===== src/hw/uebs_pkg.sv =====
// Package for the USB endpoint buffer status block: offsets, fields, types
package uebs_pkg;

    // Register offsets (byte addresses)
    localparam logic [7:0] ADDR_ABORT   = 8'h14;
    localparam logic [7:0] ADDR_SELECT  = 8'h18;
    localparam logic [7:0] ADDR_MODE    = 8'h1c;
    localparam logic [7:0] ADDR_FLAGS   = 8'h20;
    localparam logic [7:0] ADDR_ENABLES = 8'h24;
    localparam logic [7:0] ADDR_NAKCFG  = 8'h2c;

    // Widths and field positions
    localparam int         NUM_PHYS     = 10;
    localparam int         ABORT_W      = 30;
    localparam int         FIRST_DBL    = 2;
    localparam int         NAK_CO_BIT   = 0;
    localparam int         NAK_CI_BIT   = 1;
    localparam int         NAK_AO_BIT   = 2;
    localparam int         NAK_AI_BIT   = 3;

    // Reset values
    localparam logic [31:0] RESET_WORD  = 32'h0000_0000;
    localparam logic [9:0]  RESET_PHYS  = 10'h000;
    localparam logic [29:0] RESET_ABORT = 30'h0000_0000;

    // List memory: one word per buffer, two buffers per physical endpoint
    localparam int          LIST_AW     = 5;
    localparam int          ARMED_BIT   = 31;
    localparam int          COUNT_W     = 16;

    // One list entry as the sequencer sees it
    typedef struct packed {
        logic              armed;
        logic [14:0]       spare;
        logic [COUNT_W-1:0] count;
    } uebs_entry_s;

    // Events from the USB link side, one bit per physical endpoint except the single setup_ok bit
    typedef struct packed {
        logic [NUM_PHYS-1:0] count_zero;
        logic [NUM_PHYS-1:0] nak_sent;
        logic                setup_ok;
    } uebs_link_s;

    // Abort sequencer states
    typedef enum logic [3:0] {
        SEQ_IDLE  = 4'b0001,
        SEQ_READ  = 4'b0010,
        SEQ_WAIT  = 4'b0100,
        SEQ_WRITE = 4'b1000
    } uebs_seq_e;

endpackage : uebs_pkg


===== src/hw/uebs_list_mem.sv =====
// Endpoint command and status list memory, registered read data
`timescale 1ns/1ns
`default_nettype none
module uebs_list_mem (
    input  wire logic                        sys_clk,
    input  wire logic [uebs_pkg::LIST_AW-1:0] rd_addr,
    input  wire logic [uebs_pkg::LIST_AW-1:0] wr_addr,
    input  wire logic                        wr_en,
    input  wire logic [31:0]                 wr_data,
    output logic      [31:0]                 rd_data
);
    // Storage array; contents undefined until software fills it
    logic [31:0] mem [0:(1<<uebs_pkg::LIST_AW)-1];

    // Write port and registered read port
    always_ff @(posedge sys_clk) begin
        if (wr_en) begin
            mem[wr_addr] <= wr_data;
        end
        rd_data <= mem[rd_addr];
    end
endmodule : uebs_list_mem
`default_nettype wire


===== src/hw/uebs_flag_bank.sv =====
// Sticky event flags with write-one-to-clear and interrupt gating
`timescale 1ns/1ns
`default_nettype none
module uebs_flag_bank (
    input  wire logic                         sys_clk,
    input  wire logic                         arst_n,
    input  wire logic [uebs_pkg::NUM_PHYS-1:0] set_evt,
    input  wire logic [uebs_pkg::NUM_PHYS-1:0] clr_mask,
    input  wire logic [uebs_pkg::NUM_PHYS-1:0] enables,
    output logic      [uebs_pkg::NUM_PHYS-1:0] flags,
    output logic                              irq
);
    logic [uebs_pkg::NUM_PHYS-1:0] next_flags;  // Flag next state
    logic                          next_irq;    // Interrupt next state

    // Set beats clear so an event in the clearing cycle survives
    always_comb begin
        next_flags = (flags & ~clr_mask) | set_evt;
        next_irq   = |(next_flags & enables);
    end

    // Register flags and interrupt
    always_ff @(posedge sys_clk or negedge arst_n) begin
        if (!arst_n) begin
            flags <= uebs_pkg::RESET_PHYS;
            irq   <= 1'b0;
        end else begin
            flags <= next_flags;
            irq   <= next_irq;
        end
    end
endmodule : uebs_flag_bank
`default_nettype wire


===== src/hw/uebs_top.sv =====
// Endpoint buffer control, abort sequencer and register file
`timescale 1ns/1ns
`default_nettype none
module uebs_top (
    input  wire logic                         sys_clk,
    input  wire logic                         arst_n,
    input  wire logic [7:0]                   reg_addr,
    input  wire logic [31:0]                  reg_wdata,
    input  wire logic                         reg_write,
    input  wire logic                         reg_read,
    input  wire uebs_pkg::uebs_link_s         link_evt,
    input  wire logic                         list_wr,
    input  wire logic [uebs_pkg::LIST_AW-1:0] list_addr,
    input  wire logic [31:0]                  list_wdata,
    output logic      [31:0]                  reg_rdata,
    output logic                              irq,
    output logic      [uebs_pkg::NUM_PHYS-1:0] buffer_done
);
    // Address decode used by the write paths; the read mux decodes with its own case
    function automatic logic hit(input logic [7:0] a, input logic [7:0] o);
        hit = (a == o);
    endfunction : hit

    // Buffer index in list: endpoint times two plus buffer
    function automatic logic [uebs_pkg::LIST_AW-1:0] entry_idx(
        input logic [3:0] ep,
        input logic       buf_sel
    );
        entry_idx = {ep, buf_sel};
    endfunction : entry_idx

    // Register state
    logic [uebs_pkg::ABORT_W-1:0]  endpoint_abort_request;  // Pending aborts
    logic [uebs_pkg::NUM_PHYS-1:0] buffer_selector_state;   // Buffer in use
    logic [uebs_pkg::NUM_PHYS-1:0] buffer_mode_config;      // Double buffer
    logic [uebs_pkg::NUM_PHYS-1:0] endpoint_flag_enables;   // Interrupt gate
    logic [3:0]                    nak_notify;              // NAK options
    logic [uebs_pkg::ABORT_W-1:0]  next_abort;
    logic [uebs_pkg::NUM_PHYS-1:0] next_select;
    logic [uebs_pkg::NUM_PHYS-1:0] next_mode;
    logic [uebs_pkg::NUM_PHYS-1:0] next_enables;
    logic [3:0]                    next_nak;
    logic [31:0]                   next_rdata;

    // Sequencer state
    uebs_pkg::uebs_seq_e           seq_state;
    uebs_pkg::uebs_seq_e           next_seq_state;
    logic [3:0]                    seq_ep;        // Endpoint under service
    logic [3:0]                    next_seq_ep;
    logic                          seq_abort;     // Abort vs count-zero job
    logic                          next_seq_abort;
    logic [uebs_pkg::NUM_PHYS-1:0] zero_pend;     // Latched count-zero events
    logic [uebs_pkg::NUM_PHYS-1:0] next_zero_pend;
    logic [uebs_pkg::NUM_PHYS-1:0] next_done;

    // Memory and flag wiring
    logic [31:0]                   mem_rdata;
    logic [31:0]                   seq_wdata;
    logic                          seq_wr;
    logic [uebs_pkg::LIST_AW-1:0]  seq_addr;
    logic [uebs_pkg::NUM_PHYS-1:0] flag_set;
    logic [uebs_pkg::NUM_PHYS-1:0] flag_clr;
    logic [uebs_pkg::NUM_PHYS-1:0] flag_q;
    logic [uebs_pkg::NUM_PHYS-1:0] disarm_evt;
    logic [uebs_pkg::NUM_PHYS-1:0] nak_gate;
    uebs_pkg::uebs_entry_s         entry;
    logic                          wr_abort;
    logic                          wr_select;

    // List memory; sequencer always drives the read address and owns the write port in its write cycle, else software
    uebs_list_mem u_mem (
        .sys_clk (sys_clk),
        .rd_addr (seq_addr),
        .wr_addr (seq_wr ? seq_addr : list_addr),
        .wr_en   (seq_wr | list_wr),
        .wr_data (seq_wr ? seq_wdata : list_wdata),
        .rd_data (mem_rdata)
    );

    // Event flags with write-one-to-clear
    uebs_flag_bank u_flags (
        .sys_clk  (sys_clk),
        .arst_n   (arst_n),
        .set_evt  (flag_set),
        .clr_mask (flag_clr),
        .enables  (endpoint_flag_enables),
        .flags    (flag_q),
        .irq      (irq)
    );

    // Strobe decode
    assign wr_abort  = reg_write && hit(reg_addr, uebs_pkg::ADDR_ABORT);
    assign wr_select = reg_write && hit(reg_addr, uebs_pkg::ADDR_SELECT);
    assign flag_clr  = (reg_write && hit(reg_addr, uebs_pkg::ADDR_FLAGS))
                     ? reg_wdata[uebs_pkg::NUM_PHYS-1:0] : '0;
    assign entry     = uebs_pkg::uebs_entry_s'(mem_rdata);

    // Per-endpoint NAK gate: even bits OUT, odd bits IN
    genvar g;
    generate
        for (g = 0; g < uebs_pkg::NUM_PHYS; g++) begin : g_nak
            if (g == 0) begin : g_co
                assign nak_gate[g] = nak_notify[uebs_pkg::NAK_CO_BIT];
            end else if (g == 1) begin : g_ci
                assign nak_gate[g] = nak_notify[uebs_pkg::NAK_CI_BIT];
            end else if (g % 2 == 0) begin : g_ao
                assign nak_gate[g] = nak_notify[uebs_pkg::NAK_AO_BIT];
            end else begin : g_ai
                assign nak_gate[g] = nak_notify[uebs_pkg::NAK_AI_BIT];
            end
        end
    endgenerate

    // Flag sources: disarm, gated NAK, SETUP on control OUT
    always_comb begin
        flag_set    = disarm_evt | (link_evt.nak_sent & nak_gate);
        flag_set[0] = flag_set[0] | link_evt.setup_ok;
    end

    // Abort sequencer: read entry, clear armed, write back
    always_comb begin
        next_seq_state = seq_state;
        next_seq_ep    = seq_ep;
        next_seq_abort = seq_abort;
        next_zero_pend = zero_pend | link_evt.count_zero;
        next_abort     = endpoint_abort_request;
        next_select    = buffer_selector_state;
        next_done      = '0;
        disarm_evt     = '0;
        seq_wr         = 1'b0;
        seq_addr       = entry_idx(seq_ep, buffer_selector_state[seq_ep]);
        seq_wdata      = mem_rdata;
        // Software may write the selector when no job touches it
        if (wr_select) begin
            next_select = reg_wdata[uebs_pkg::NUM_PHYS-1:0];
        end
        // New abort requests are ored in; software cannot cancel one
        if (wr_abort) begin
            next_abort = endpoint_abort_request
                       | reg_wdata[uebs_pkg::ABORT_W-1:0];
        end
        case (seq_state)
            uebs_pkg::SEQ_IDLE: begin
                // Count-zero work first, it comes from live traffic
                for (int i = uebs_pkg::NUM_PHYS - 1; i >= 0; i--) begin
                    if (zero_pend[i]) begin
                        next_seq_ep    = 4'(i);
                        next_seq_abort = 1'b0;
                        next_seq_state = uebs_pkg::SEQ_READ;
                    end
                end
                if (zero_pend == '0) begin
                    for (int i = uebs_pkg::NUM_PHYS - 1; i >= 0; i--) begin
                        if (endpoint_abort_request[i]) begin
                            next_seq_ep    = 4'(i);
                            next_seq_abort = 1'b1;
                            next_seq_state = uebs_pkg::SEQ_READ;
                        end
                    end
                end
            end
            uebs_pkg::SEQ_READ: begin
                // Address presented, data registered next cycle
                next_seq_state = uebs_pkg::SEQ_WAIT;
            end
            uebs_pkg::SEQ_WAIT: begin
                next_seq_state = uebs_pkg::SEQ_WRITE;
            end
            uebs_pkg::SEQ_WRITE: begin
                // Disarm entry in list memory
                seq_wdata[uebs_pkg::ARMED_BIT] = 1'b0;
                seq_wr         = 1'b1;
                if (entry.armed) begin
                    disarm_evt[seq_ep] = 1'b1;
                    next_done[seq_ep]  = 1'b1;
                    // Toggle only for double-buffered endpoints
                    if (buffer_mode_config[seq_ep]) begin
                        next_select[seq_ep] = ~buffer_selector_state[seq_ep];
                    end
                end
                if (seq_abort) begin
                    // Abort bit drops only now; a fresh request here wins
                    next_abort[seq_ep]  = wr_abort & reg_wdata[seq_ep];
                    next_select[seq_ep] = buffer_selector_state[seq_ep];
                    // Any abort still sets the endpoint flag even if unarmed
                    disarm_evt[seq_ep]  = 1'b1;
                end else begin
                    next_zero_pend[seq_ep] = link_evt.count_zero[seq_ep];
                end
                next_seq_state = uebs_pkg::SEQ_IDLE;
            end
            default: begin
                next_seq_state = uebs_pkg::SEQ_IDLE;
            end
        endcase
        // Endpoint 0 pair is always single buffered
        next_select[uebs_pkg::FIRST_DBL-1:0] = 2'b00;
    end

    // Register writes and read mux
    always_comb begin
        next_mode    = buffer_mode_config;
        next_enables = endpoint_flag_enables;
        next_nak     = nak_notify;
        next_rdata   = uebs_pkg::RESET_WORD;
        if (reg_write && hit(reg_addr, uebs_pkg::ADDR_MODE)) begin
            next_mode = reg_wdata[uebs_pkg::NUM_PHYS-1:0];
        end
        if (reg_write && hit(reg_addr, uebs_pkg::ADDR_ENABLES)) begin
            next_enables = reg_wdata[uebs_pkg::NUM_PHYS-1:0];
        end
        if (reg_write && hit(reg_addr, uebs_pkg::ADDR_NAKCFG)) begin
            next_nak = reg_wdata[3:0];
        end
        next_mode[uebs_pkg::FIRST_DBL-1:0] = 2'b00;
        if (reg_read) begin
            case (reg_addr)
                uebs_pkg::ADDR_ABORT:   next_rdata = {2'b00, endpoint_abort_request};
                uebs_pkg::ADDR_SELECT:  next_rdata = {22'h000000, buffer_selector_state};
                uebs_pkg::ADDR_MODE:    next_rdata = {22'h000000, buffer_mode_config};
                uebs_pkg::ADDR_FLAGS:   next_rdata = {22'h000000, flag_q};
                uebs_pkg::ADDR_ENABLES: next_rdata = {22'h000000, endpoint_flag_enables};
                uebs_pkg::ADDR_NAKCFG:  next_rdata = {28'h0000000, nak_notify};
                // Unmapped offsets read zero
                default:                next_rdata = uebs_pkg::RESET_WORD;
            endcase
        end
    end

    // State registers
    always_ff @(posedge sys_clk or negedge arst_n) begin
        if (!arst_n) begin
            endpoint_abort_request <= uebs_pkg::RESET_ABORT;
            buffer_selector_state  <= uebs_pkg::RESET_PHYS;
            buffer_mode_config     <= uebs_pkg::RESET_PHYS;
            endpoint_flag_enables  <= uebs_pkg::RESET_PHYS;
            nak_notify             <= 4'h0;
            reg_rdata              <= uebs_pkg::RESET_WORD;
            seq_state              <= uebs_pkg::SEQ_IDLE;
            seq_ep                 <= 4'h0;
            seq_abort              <= 1'b0;
            zero_pend              <= uebs_pkg::RESET_PHYS;
            buffer_done            <= uebs_pkg::RESET_PHYS;
        end else begin
            endpoint_abort_request <= next_abort;
            buffer_selector_state  <= next_select;
            buffer_mode_config     <= next_mode;
            endpoint_flag_enables  <= next_enables;
            nak_notify             <= next_nak;
            reg_rdata              <= next_rdata;
            seq_state              <= next_seq_state;
            seq_ep                 <= next_seq_ep;
            seq_abort              <= next_seq_abort;
            zero_pend              <= next_zero_pend;
            buffer_done            <= next_done;
        end
    end
endmodule : uebs_top
`default_nettype wire


===== config.mk =====
export PLATFORM = sky130hd
export DESIGN_NAME = uebs_top
export DESIGN_NICKNAME = d
export VERILOG_FILES = /design/src/hw/uebs_pkg.sv /design/src/hw/uebs_list_mem.sv /design/src/hw/uebs_flag_bank.sv /design/src/hw/uebs_top.sv
export SDC_FILE = /design/constraint.sdc
export NUM_CORES = 1
export LEC_CHECK = 0
export ABC_AREA = 1
export ABC_CLOCK_PERIOD_IN_PS = 4600
export BUFFER_PORTS_ARGS = -buffer_cell sky130_fd_sc_hd__buf_2
export CORE_MARGIN = 2
export CORE_UTILIZATION = 55
export DETAILED_ROUTE_END_ITERATION = 16
export GPL_TIMING_DRIVEN = 1
export PLACE_DENSITY = 0.79
export SYNTH_ARGS = -nofsm -noshare
export SYNTH_HDL_FRONTEND = slang
export SYNTH_SLANG_ARGS = --single-unit

===== constraint.sdc =====
create_clock -name sys_clk -period 4.6 [get_ports sys_clk]
set_input_delay 0 -clock sys_clk [delete_from_list [all_inputs] [get_ports sys_clk]]
set_output_delay 0 -clock sys_clk [all_outputs]
set_load 0.02 [all_outputs]

After elaboration in Yosys (flattened, before gate mapping)
Memory sizes are Yosys's and may differ from the RTL's. A register that Yosys moved wholly into a read port is not among the register bits.
Cells that the tools add are included.
- input port bits: 103
- bits in latches: 0
- bits in registers: 132
- RAM bits: 1024
- memory bits (read-only): 0
- memories: 1
- output and inout bits: 43
- memory list (memory ; depth ; width ; read ports ; clocked after memory_dff ; wr ports ; RTL line ; source):
    u_mem.mem ; 32 ; 32 ; 1 ; 1 ; 1 ; uebs_list_mem.sv:13 ; logic [31:0] mem [0:(1<<uebs_pkg::LIST_AW)-1];
- bitwise operators: 13
- shifts and indexed selects: 0
- $add $sub $neg: 0
- eq/ne operators: 10
- div/mod/pow operators: 0
- magnitude comparators: 3
- multiply operators: 0
- muxes and demuxes: 105
- reductions and logical operators: 10
- operator list (cell ; number):
    case mux 30 bit (6 select lines) ; 1
    2-to-1 mux 4 bit ; 42
    2-to-1 mux 10 bit ; 14
    2-to-1 mux 30 bit ; 4
    OR 10 bit ; 4
    2-to-1 mux 32 bit ; 1
    2-to-1 mux 1 bit ; 31
    bitwise AND 10 bit ; 3
    bitwise mux 10 bit ; 3
    bitwise mux 30 bit ; 1
    OR 30 bit ; 1
    equality test 8 x 5 -> 1 bit (second input constant) ; 3
    equality test 8 x 6 -> 1 bit (second input constant) ; 3
    binary-select mux 1 bit (select 4 bit) ; 4
    case mux 4 bit (3 select lines) ; 1
    logical NOT 10 bit ; 1
    inverter 10 bit ; 1
    OR reduction 10 bit ; 1
    demux 1 bit (select 4 bit) ; 2
    logical AND 1 bit ; 8
    less-than comparator 4 x 6 -> 1 bit (second input constant) ; 1
    less-than comparator 4 x 5 -> 1 bit (second input constant) ; 1
    2-to-1 mux 5 bit ; 1
    equality test 4 x 1 -> 1 bit (second input constant) ; 1
    7 further kinds ; 8

Depth between registers and ports, before layout
Gate-level depths: netlist (run 1).
- depth in word-level cells: 22
- gate-level depth with buffers: 21
- gate-level depth less buffers: 21

Hierarchy
From an unflattened synthesis (run 1), not the netlist that was laid out.
- cells, all modules: 4435
- area, all modules: 49413.6 um2
- by module, submodules not included (module ; cells each ; times used ; seq. area each (um2) ; area an instance (um2)):
    uebs_list_mem ; 3536 ; 1 ; 31390.1 ; 42405.7
    uebs_top ; 837 ; 1 ; 2979.1 ; 6457.4
    uebs_flag_bank ; 62 ; 1 ; 275.3 ; 550.5

Least setup slack after synthesis (run 1)
OpenSTA, ideal clock, no wires.
- path kind: register -> register
- start: reg seq_state[0]
- end: mem u_mem.mem[26][31], enable pin
- period minus slack after synthesis: 1916 ps
- stages on the path, launching flop included: 11
- required time: 4300 ps
- arrival time: 1616 ps
- setup slack: 2684 ps
- cells stage by stage: dfstp_2 > nor2_1 > inv_2 > nor3_4 > inv_2 > buf_2 > o21ai_1 > inv_1 > nor2_1 > nand2_1 > nor2_1
- word-level cells in the longest chain between the ends: 5
- elaborated cells on any way between the ends: 6
- ends and longest elaborated chain (element ; RTL line ; source):
    from (decl) ; uebs_top.sv:46 ; uebs_pkg::uebs_seq_e seq_state;
    from (signal assigned) ; uebs_top.sv:239 ; seq_state <= uebs_pkg::SEQ_IDLE;
    from (signal assigned) ; uebs_top.sv:251 ; seq_state <= next_seq_state;
    equality test 4 bit (*) ; uebs_top.sv:142 ; case (seq_state)
    2-to-1 mux 1 bit (*) ; uebs_top.sv:142 ;
    OR 1 bit ; uebs_top.sv:75 ; .wr_en (seq_wr | list_wr),
    2-to-1 mux 1 bit ; uebs_list_mem.sv:17 ; if (wr_en) begin
    2-to-1 mux 1 bit (not written as such) ; uebs_list_mem.sv:18 ; mem[wr_addr] <= wr_data;
    to (decl) ; uebs_list_mem.sv:13 ;
Every way passes the cells marked *; elsewhere a longest branch is shown, timed or not.

Worst setup path after layout (run 1)
- start: reg seq_state[1]
- end: reg endpoint_abort_request[1] (netlist name)
- word-level cells in the longest chain between the ends: 2
- ends and longest elaborated chain (element ; RTL line ; source):
    equality test 4 bit ; uebs_top.sv:142 ;
    2-to-1 mux 30 bit ; uebs_top.sv:142 ;
    net next_abort (one bit) ; uebs_top.sv:38 ; logic [uebs_pkg::ABORT_W-1:0] next_abort;
    to (signal assigned) ; uebs_top.sv:233 ; endpoint_abort_request <= uebs_pkg::RESET_ABORT;
    to (signal assigned) ; uebs_top.sv:245 ; endpoint_abort_request <= next_abort;
    to (decl) ; uebs_top.sv:33 ; logic [uebs_pkg::ABORT_W-1:0] endpoint_abort_request;
The timed path passes the listed nets, and every way through them passes these cells.
A chain may end at the register's enable or synchronous reset.

==> impl_metrics.ini, run 1 <==
[detailed_routing]
firstDrtPassIters = 8
wl_per_cell_um = 18.40
drt-vias-per-instance = 5.825
drc = 0
wl_um = 23220
drt_iter0_markers = 857
antenna_left = 0
num_vias = 7351

[power]
p_switching_w = 0.001213
p_sw_share_pct = 32.82
power_frac_clock_pct = 37.2
power.density_nw_per_um2 = 385.6
p_leak_nw = 4.320
internal_power_w = 0.002484
seqPwrFrac_pct = 43.6
power_frac_comb_pct = 19.1
max-vdd-ir-drop_mv = 0.2721

[layout]
layout-drive-gt1-share_pct = 17.84
areaGrowthSynthToFinish_pct = 23.18
stdcell_count = 1262
layout_common_cells = nand2_1, dfrtp_1, nor2_1, buf_2, inv_1
fin_nets = 1172
fillCellCount = 1045
antenna-diode-count = 0
final_common_cell = nand2_1

[sta]
slew_headroom_pct = 23.81
fin_tns_setup_ns = 0
min_period_over_period_pct = 73.10
max_freq_mhz = 297.4
hold_viol_final = 0
setup_ws_ns = 1.237
setup_viol = 0
drv_slew = 0
grt_setup_unrepaired = false
fin_worst_skew_ns = 0.01046
layout_min_cycle_time_ns = 3.363
worstMarginPinSlew_ns = 1.132

[setup_path]
path_class = flip-flop to flip-flop
worstPathRequired_ns = 4.97
path_max_fanout = 21
worst_setup_path_end_kind = flip-flop
cp-start-kind = flip-flop
arrival_ns = 3.73

[floorplan]
coreArea_um2 = 13830
rows = 43
die-area_um2 = 15120
die_h_um = 123.0
pin_count = 146
start_util_pct = 56.29
die_w_um = 123.0

[clocking]
post_cts_resized = 0
clockBufferDepth = 2
path_clk_slew_ns = 0.07
htree_num_levels = 4
cts_inserted_buffers = 17
cts_sinks = 163
insertion_delay_ns = 0.44
root_buffer = clkbuf_16
cts_tree = yes

[yosys]
syn_area_um2 = 7784
synthCells = 903
synth-edff-count = 32
synthFlopType = dfrtp_1
yosysWarnings = 0
synth-seq-cells = 163
synth-async-reset-ratio_pct = 79.75
ys_types = 46
synth_area_per_cell_um2 = 8.620
yosysSeqAreaShare_pct = 54.41

[flow_run]
cap_violations = 0

[run_status]
status = complete, no violations

[global_route]
antenna_found_initial = 0
track_usage_pct = 32.15
gr-total-overflow = 0
grt_pass1_vias = 7120
grt_pass1_wl_um = 36360
grt_max_degree = 69

[place]
dpl_worst_slack_ns = 1.628
gp_congestion = 0.9422
dp_cells = 1174
port_buffers = 110
place_hpwl_um = 15540

[min_path]
hold_path.class = primary input to flip-flop
what timing repair did:
item,4_1_cts,5_1_grt
hold buffers,56,0
hold endpoints to repair,198,0
setup buffers,0,0
setup endpoints to repair,0,0
worst max-delay path: stages (launching register included):
cell and delay [ns]:
dfrtp_1 0.40, nor2_1 0.17, inv_2 0.07, nor3_4 0.40
inv_2 0.33, nor2_1 0.72, inv_2 0.14, nor2_1 0.21
mux2i_1 0.26, dlygate4sd3_1 0.59
routing by layer:
layer  track usage, %  share of wire [%]  vias up
met2            51.48                 46      495
met5                0                  0        -
met4            15.16                3.7        0
met1            41.81                 40     3402
met3            7.103                 11       82
li1                 -                  -     3372
flip-flops by register name, indices dropped and copies added (netlist names), named ones only:
register                count
endpoint_flag_enables      10
u_flags.irq                 1
zero_pend                  10
buffer_mode_config          8
buffer_done                10
seq_ep                      4
nak_notify                  4
buffer_selector_state       8
u_mem.rd_data               1
endpoint_abort_request     16
u_mem.mem                  32
u_flags.flags              10
reg_rdata                  30
seq_state                   4
seq_abort                   1
worst paths after layout:
kind,to,slack (ns),cells past startpoint,startpoint
setup / recovery,endpoint_abort_request[1],1.24,9,seq_state[1]
hold / removal,reg_rdata[2],0.11,6,reg_addr[5]
setup reg to reg,endpoint_abort_request[1],1.24,9,seq_state[1]
hold reg to reg,flip-flop,0.46,2,flip-flop
max in group asynchronous,u_flags.flags[3],3.67,3,arst_n
min in group asynchronous,reg_rdata[6],0.26,3,arst_n
metrics by stage:
stage / utilization, % / cell area [um^2] / total power (W) / hold slack, ns
floorplan: - / 7787 / 0.002074 / -0.2956
global placement: 61.18 / 8459 / 0.002272 / 0.1958
detailed placement: 61.18 / 8459 / 0.002284 / 0.1980
CTS: 69.34 / 9588 / 0.003665 / 0.08813
global route: 69.34 / 9588 / 0.003831 / 0.1404
finish: 69.34 / 9588 / 0.003697 / 0.1056
area by class of cell:
class	instances	area [um^2]	area share, %
inverters	120	452.9	4.724
flip-flops and latches	163	4235	44.17
clock buffers	17	425.4	4.437
well taps	180	225.2	2.349
repair buffers	171	1151	12.01
multi-input cells	596	2955	30.82
clock inverters	15	142.6	1.488
cells in the mapped netlist, types with 14 or more instances:
| cell | number | share of area [%] |
|---|---|---|
| nand2_1 | 172 | 8.3 |
| dfrtp_1 | 129 | 41 |
| nor2_1 | 127 | 6.1 |
| inv_1 | 100 | 4.8 |
| o21ai_0 | 65 | 4.2 |
| a21oi_1 | 37 | 2.4 |
| o21ai_1 | 37 | 2.4 |
| edfxtp_1 | 32 | 12 |
| nand3_1 | 25 | 1.6 |
| o22ai_1 | 21 | 1.7 |
| o31ai_1 | 20 | 1.9 |
| inv_2 | 18 | 0.87 |
| a22oi_1 | 14 | 1.4 |
cell families (layout without fill, tap and decap cells):
family / count (synthesis) / count (layout) / share of synthesized area (%)
simple gates: 367 / 367 / 19.96
buf+inv: 145 / 323 / 7.700
mux: 3 / 3 / 0.3858
compound gates: 224 / 224 / 17.49
other cells: 1 / 2 / 0.04818
flops: 163 / 163 / 54.41
power by group through the flow:
stage / sequential (W) / clock [W] / combinational (W)
after floorplan: 0.00162 / 0 / 0.000452
after global placement: 0.00163 / 0 / 0.000637
after detailed placement: 0.00164 / 0 / 0.000647
after CTS: 0.00161 / 0.00137 / 0.000687
after global routing: 0.00162 / 0.00143 / 0.000778
final: 0.00161 / 0.00138 / 0.000708
(Power assumes the default switching activity.)
==> run 2, diff against run 1 <==
--- a/config.mk
+++ b/config.mk
@@ -6,13 +6,13 @@
 export NUM_CORES = 1
 export LEC_CHECK = 0
 export ABC_AREA = 1
-export ABC_CLOCK_PERIOD_IN_PS = 4600
+export ABC_CLOCK_PERIOD_IN_PS = 2850
 export BUFFER_PORTS_ARGS = -buffer_cell sky130_fd_sc_hd__buf_2
 export CORE_MARGIN = 2
-export CORE_UTILIZATION = 55
+export CORE_UTILIZATION = 50
 export DETAILED_ROUTE_END_ITERATION = 16
 export GPL_TIMING_DRIVEN = 1
-export PLACE_DENSITY = 0.79
+export PLACE_DENSITY = 0.76
 export SYNTH_ARGS = -nofsm -noshare
 export SYNTH_HDL_FRONTEND = slang
 export SYNTH_SLANG_ARGS = --single-unit
==> constraint.sdc (replaced) <==
create_clock -name sys_clk -period 2.85 [get_ports sys_clk]
set_input_delay 0 -clock sys_clk [delete_from_list [all_inputs] [get_ports sys_clk]]
set_output_delay 0 -clock sys_clk [all_outputs]
set_load 0.02 [all_outputs]
==> run 2 against run 1 <==
Critical path depth stayed put. Total power is 62% higher. Setup slack worse by 1.0 ns. Hold slack worse by 0.075 ns. Utilization is 5.7 points lower. Critical endpoint is now endpoint_abort_request[0]. Sequential power is 61% higher.
==> impl_metrics.ini, run 2 (synthesis gave the netlist of run 1 again) <==
[layout]
ff_latch_area_um2 = 4235
multi_input_area_um2 = 2953
regMostFlops = u_mem.mem
fin_area_um2 = 9679
fin_nets = 1181
final_common_cell = nand2_1
layout-drive-gt1-share_pct = 18.42
largestRegisters = u_mem.mem (32), reg_rdata (30), endpoint_abort_request (16)
antenna-diode-count = 0
fillCellCount = 1228
utilization_pct = 63.67
areaGrowthSynthToFinish_pct = 24.35
largest_register_ffs = 32
layout_common_cells = nand2_1, dfrtp_1, nor2_1, buf_2, inv_1

[setup_path]
path_depth = 9
cpMostUsedCell = inv_2
r2r-start = seq_ep[0]
cp_num_buf_inv = 3
rrSetupSlack_ns = 0.20
arrival_ns = 2.97
cp-start-kind = flip-flop
ff2ff_path_depth = 9
worstPathRequired_ns = 3.16
slowest_delay_ns = 0.57
endpoint = endpoint_abort_request[0]
critical_path.cell_chain = inv_2 -> nor2_4 -> inv_2 -> o22ai_1 -> o21ai_0 -> nand4_1 -> nand3_1 -> mux2i_1 -> dlygate4sd3_1
path_max_fanout = 11
critPathSlowestCell = dlygate4sd3_1
crit_path_start = seq_ep[0]
path_class = flip-flop to flip-flop
worst_setup_path_end_kind = flip-flop
critPathTopFamily = buffers and inverters
timing.rr.end = endpoint_abort_request[0]

[sta]
slew_headroom_pct = 50.46
grt_setup_unrepaired = false
fin_worst_skew_ns = 0.007424
fin_tns_setup_ns = 0
worstMarginPinSlew_ns = 0.7414
max_freq_mhz = 376.7
layout_min_cycle_time_ns = 2.655
min_period_over_period_pct = 93.16
hold_viol_final = 0
setup_viol = 0
drv_slew = 0

[power]
power.density_nw_per_um2 = 620.4
max-vdd-ir-drop_mv = 0.5641
p_leak_nw = 4.381

[floorplan]
coreArea_um2 = 15200
rows = 45
die_h_um = 128.8
die_w_um = 128.8
start_util_pct = 51.20
pin_count = 146
die-area_um2 = 16580

[place]
gp_congestion = 0.9930
place_area_um2 = 8554
port_buffers = 110
place_hpwl_um = 15750

[detailed_routing]
antenna_left = 0
drt_iter0_markers = 893
drc = 0
firstDrtPassIters = 6
num_vias = 7245
drt-vias-per-instance = 5.665
wl_per_cell_um = 17.74
wl_um = 22700

[clocking]
post_cts_buffers = 0
cts_inserted_buffers = 17
htree_num_levels = 4
insertion_delay_ns = 0.44
root_buffer = clkbuf_16
clockBufferDepth = 2
path_clk_slew_ns = 0.07
cts_sinks = 163
cts_tree = yes

[min_path]
hold_path.class = primary input to flip-flop
min_path_cells = 4

[flow_run]
cap_violations = 0

[global_route]
gr-total-overflow = 0
track_usage_pct = 28.50
grt_pass1_vias = 6985
grt_max_degree = 60
grt_pass1_wl_um = 35940
antenna_found_initial = 0

[run_status]
status = complete, no violations
==> run 2: changes by cell type in the layout (fill, tap and decap cells not counted), moves of 2 or more <==
cell / previous run / this run
buf_4: 6 / 15
clkbuf_8: 0 / 2
clkinv_2: 1 / 3
clkinvlp_4: 2 / 0
inv_6: 2 / 5
inv_8: 5 / 1
==> run 2: area by class of cell <==
type	count	area share, %
repair buffers	180	12.69
clock inverters	12	1.215
flip-flops and latches	163	43.76
well taps	188	2.430
inverters	120	4.679
multi-input cells	596	30.51
clock buffers	20	4.718
==> run 2: per-stage QoR <==
step	setup WS, ns	power, W	std cells	hold WS (ns)
after floorplan	0.9337	0.003347	904	-0.2956
final	0.1951	0.006005	1279	0.03047
after global routing	0.03755	0.006256	1279	0.04637
after detailed placement	0.3507	0.003716	1192	0.05186
after global placement	0.4309	0.003700	1192	0.05458
after CTS	0.3151	0.005990	1279	0.004797
==> run 2: power by group <==
part / total [W] / internal (W) / leakage, nW / switching, W
logic: 0.00117 / 0.000380 / 2.19 / 0.000791
registers: 0.00259 / 0.00249 / 1.90 / 0.000101
clock network: 0.00224 / 0.00127 / 0.288 / 0.000975
==> run 2: tightest hold or removal path, stage by stage <==
cell     delay, ns
buf_2         0.12
nor4_2        0.09
nand2_1       0.07
a41oi_1       0.13
==> run 2: metal layers <==
layer | wire length [um] | global-route usage [%] | up-vias | part of all wire, %
li1 | - | - | 3389 | -
met4 | 748 | 11.76 | 0 | 3.3
met5 | 0 | 0 | - | 0
met1 | 9168 | 36.96 | 3361 | 40
met2 | 10440 | 45.75 | 429 | 46
met3 | 2334 | 7.484 | 66 | 10
==> run 2: repair_timing <==
item	CTS	global route
hold buffers	55	0
endpoints found under the hold margin	118	0
gates resized for setup	0	0
==> run 2: worst min-delay path by stage <==
stage                     slack [ns]         from                         end
final                           0.03  reg_addr[2]                reg_rdata[2]
after global routing            0.05  reg_addr[2]                reg_rdata[2]
after CTS                      0.005  reg_addr[2]                reg_rdata[2]
after detailed placement        0.05       arst_n                reg_rdata[8]
after global placement          0.05       arst_n                reg_rdata[8]
after floorplan                -0.30       arst_n  asynchronous set/reset pin
==> run 3, diff against run 2 <==
--- a/config.mk
+++ b/config.mk
@@ -7,7 +7,7 @@
 export LEC_CHECK = 0
 export ABC_AREA = 1
 export ABC_CLOCK_PERIOD_IN_PS = 2850
-export BUFFER_PORTS_ARGS = -buffer_cell sky130_fd_sc_hd__buf_2
+export BUFFER_PORTS_ARGS = -buffer_cell sky130_fd_sc_hd__buf_4
 export CORE_MARGIN = 2
 export CORE_UTILIZATION = 50
 export DETAILED_ROUTE_END_ITERATION = 16
==> run 3 against run 2 <==
Fmax decreased by 1.1%. Utilization increased by 2.3 points. Largest cell class unchanged. Clock skew about the same. Highest routed layer unchanged. Global-route usage increased by 0.48 points. Setup slack got worse by 0.030 ns. Design area increased by 3.7%. Largest power group unchanged.
==> impl_metrics.ini, run 3 (synthesis gave the netlist of run 1 again) <==
[detailed_routing]
drc = 0
wl_um = 23430
drt_iter0_markers = 855
num_vias = 7299
wl_per_cell_um = 18.18
firstDrtPassIters = 5
antenna_left = 0
drt-vias-per-instance = 5.663

[setup_path]
ff2ff_path_depth = 11
path_max_fanout = 9
critPathSlowestCell = dlygate4sd3_1
cpMostUsedCell = buf_4
crit_path_start = seq_ep[0]
worstPathRequired_ns = 3.16
critPathTopFamily = buffers and inverters
path_depth = 11
path_class = flip-flop to flip-flop
worst_setup_path_end_kind = flip-flop
r2r-start = seq_ep[0]
cp_num_buf_inv = 4
critical_path.cell_chain = nand2_2 -> inv_2 -> buf_4 -> a22oi_1 -> o221ai_1 -> nand2_1 -> nand4_1 -> buf_4 -> nand3_1 -> mux2i_1 -> dlygate4sd3_1
arrival_ns = 2.99
slowest_delay_ns = 0.57
cp-start-kind = flip-flop

[place]
port_buffers = 110
gp_congestion = 0.9547
place_hpwl_um = 16240
place_area_um2 = 8887

[global_route]
grt_pass1_vias = 6875
antenna_found_initial = 0
gr-total-overflow = 0
grt_pass1_wl_um = 36470
track_usage_pct = 28.97
grt_max_degree = 84

[power]
p_sw_share_pct = 31.58
power_frac_comb_pct = 20.8
p_switching_w = 0.001931
seqPwrFrac_pct = 42.6
power.density_nw_per_um2 = 609.5
power_frac_clock_pct = 36.7
p_leak_nw = 4.483
max-vdd-ir-drop_mv = 0.4827
internal_power_w = 0.004184
finalPower_w = 0.006115

[layout]
largestRegisters = u_mem.mem (32), reg_rdata (30), endpoint_abort_request (16)
utilization_pct = 66.00
regMostFlops = u_mem.mem
layout-drive-gt1-share_pct = 19.07
final_common_cell = nand2_1
areaGrowthSynthToFinish_pct = 28.90
largest_register_ffs = 32
fin_area_um2 = 10030
antenna-diode-count = 0
fin_nets = 1191
layout_common_cells = nand2_1, buf_4, dfrtp_1, nor2_1, inv_1

[sta]
worstMarginPinSlew_ns = 0.7323
min_period_over_period_pct = 94.21
fin_worst_skew_ns = 0.007253
drv_slew = 0
grt_setup_unrepaired = false
holdWs_ns = 0.07818
layout_min_cycle_time_ns = 2.685
max_freq_mhz = 372.5
setup_viol = 0
slew_headroom_pct = 51.06
hold_viol_final = 0
fin_tns_setup_ns = 0

[floorplan]
start_util_pct = 51.20
die_w_um = 128.8
die_h_um = 128.8
rows = 45
die-area_um2 = 16580
pin_count = 146
coreArea_um2 = 15200

[clocking]
cts.hold.buffers_added = 57
cts_sinks = 163
path_clk_slew_ns = 0.07
post_cts_resized = 0
htree_num_levels = 4
root_buffer = clkbuf_16
insertion_delay_ns = 0.43
post_cts_buffers = 0
cts_inserted_buffers = 17
cts_tree = yes
clockBufferDepth = 2

[min_path]
min_from = link_evt[1]
min_path_cells = 7
hold_path.class = primary input to flip-flop

[run_status]
status = complete, no violations

[flow_run]
cap_violations = 0
[run 3: area by class of cell]
type	instances	area (um^2)
fillers	1244	5169
flip-flops and latches	163	4235
multi-input cells	596	2953
repair buffers	190	1582
inverters	120	452.9
clock buffers	17	425.4
well taps	188	235.2
clock inverters	15	150.1
[run 3: layer usage]
layer	routed length [um]	GRT usage, %	share of wire [%]	vias up
li1	-	-	-	3411
met1	9741	39.05	42	3442
met2	11050	45.88	47	391
met3	2058	7.069	8.8	55
met4	576	10.68	2.5	0
met5	0	0	0	-
[run 3: final timing paths]
path | endpoint | slack (ns)
max | endpoint_abort_request[0] | 0.17
min | u_flags.irq | 0.08
max reg2reg | endpoint_abort_request[0] | 0.17
min reg2reg | flip-flop | 0.45
max in group asynchronous | seq_ep[2] | 2.17
min in group asynchronous | reg_rdata[8] | 0.15
[run 3: tightest hold or removal path, delay by kind of cell]
kind | cells | cell delay (ns)
AO/OA/AOI/OAI | 1 | 0.05
AND/OR/NAND/NOR | 5 | 0.34
buffers and inverters | 1 | 0.08
[run 3: power by group through the flow]
stage	logic [W]	registers (W)	clock network (W)
after floorplan	0.000729	0.00262	0
after global placement	0.00117	0.00264	0
after detailed placement	0.00118	0.00264	0
after CTS	0.00125	0.00260	0.00225
after global routing	0.00138	0.00261	0.00235
final	0.00127	0.00260	0.00224
[run 3: through the flow]
stage               cells  worst slack (ns)
floorplan             904            0.9337
global placement     1200            0.5013
detailed placement   1200            0.4388
CTS                  1289            0.2372
global route         1289           0.05782
finish               1289            0.1651
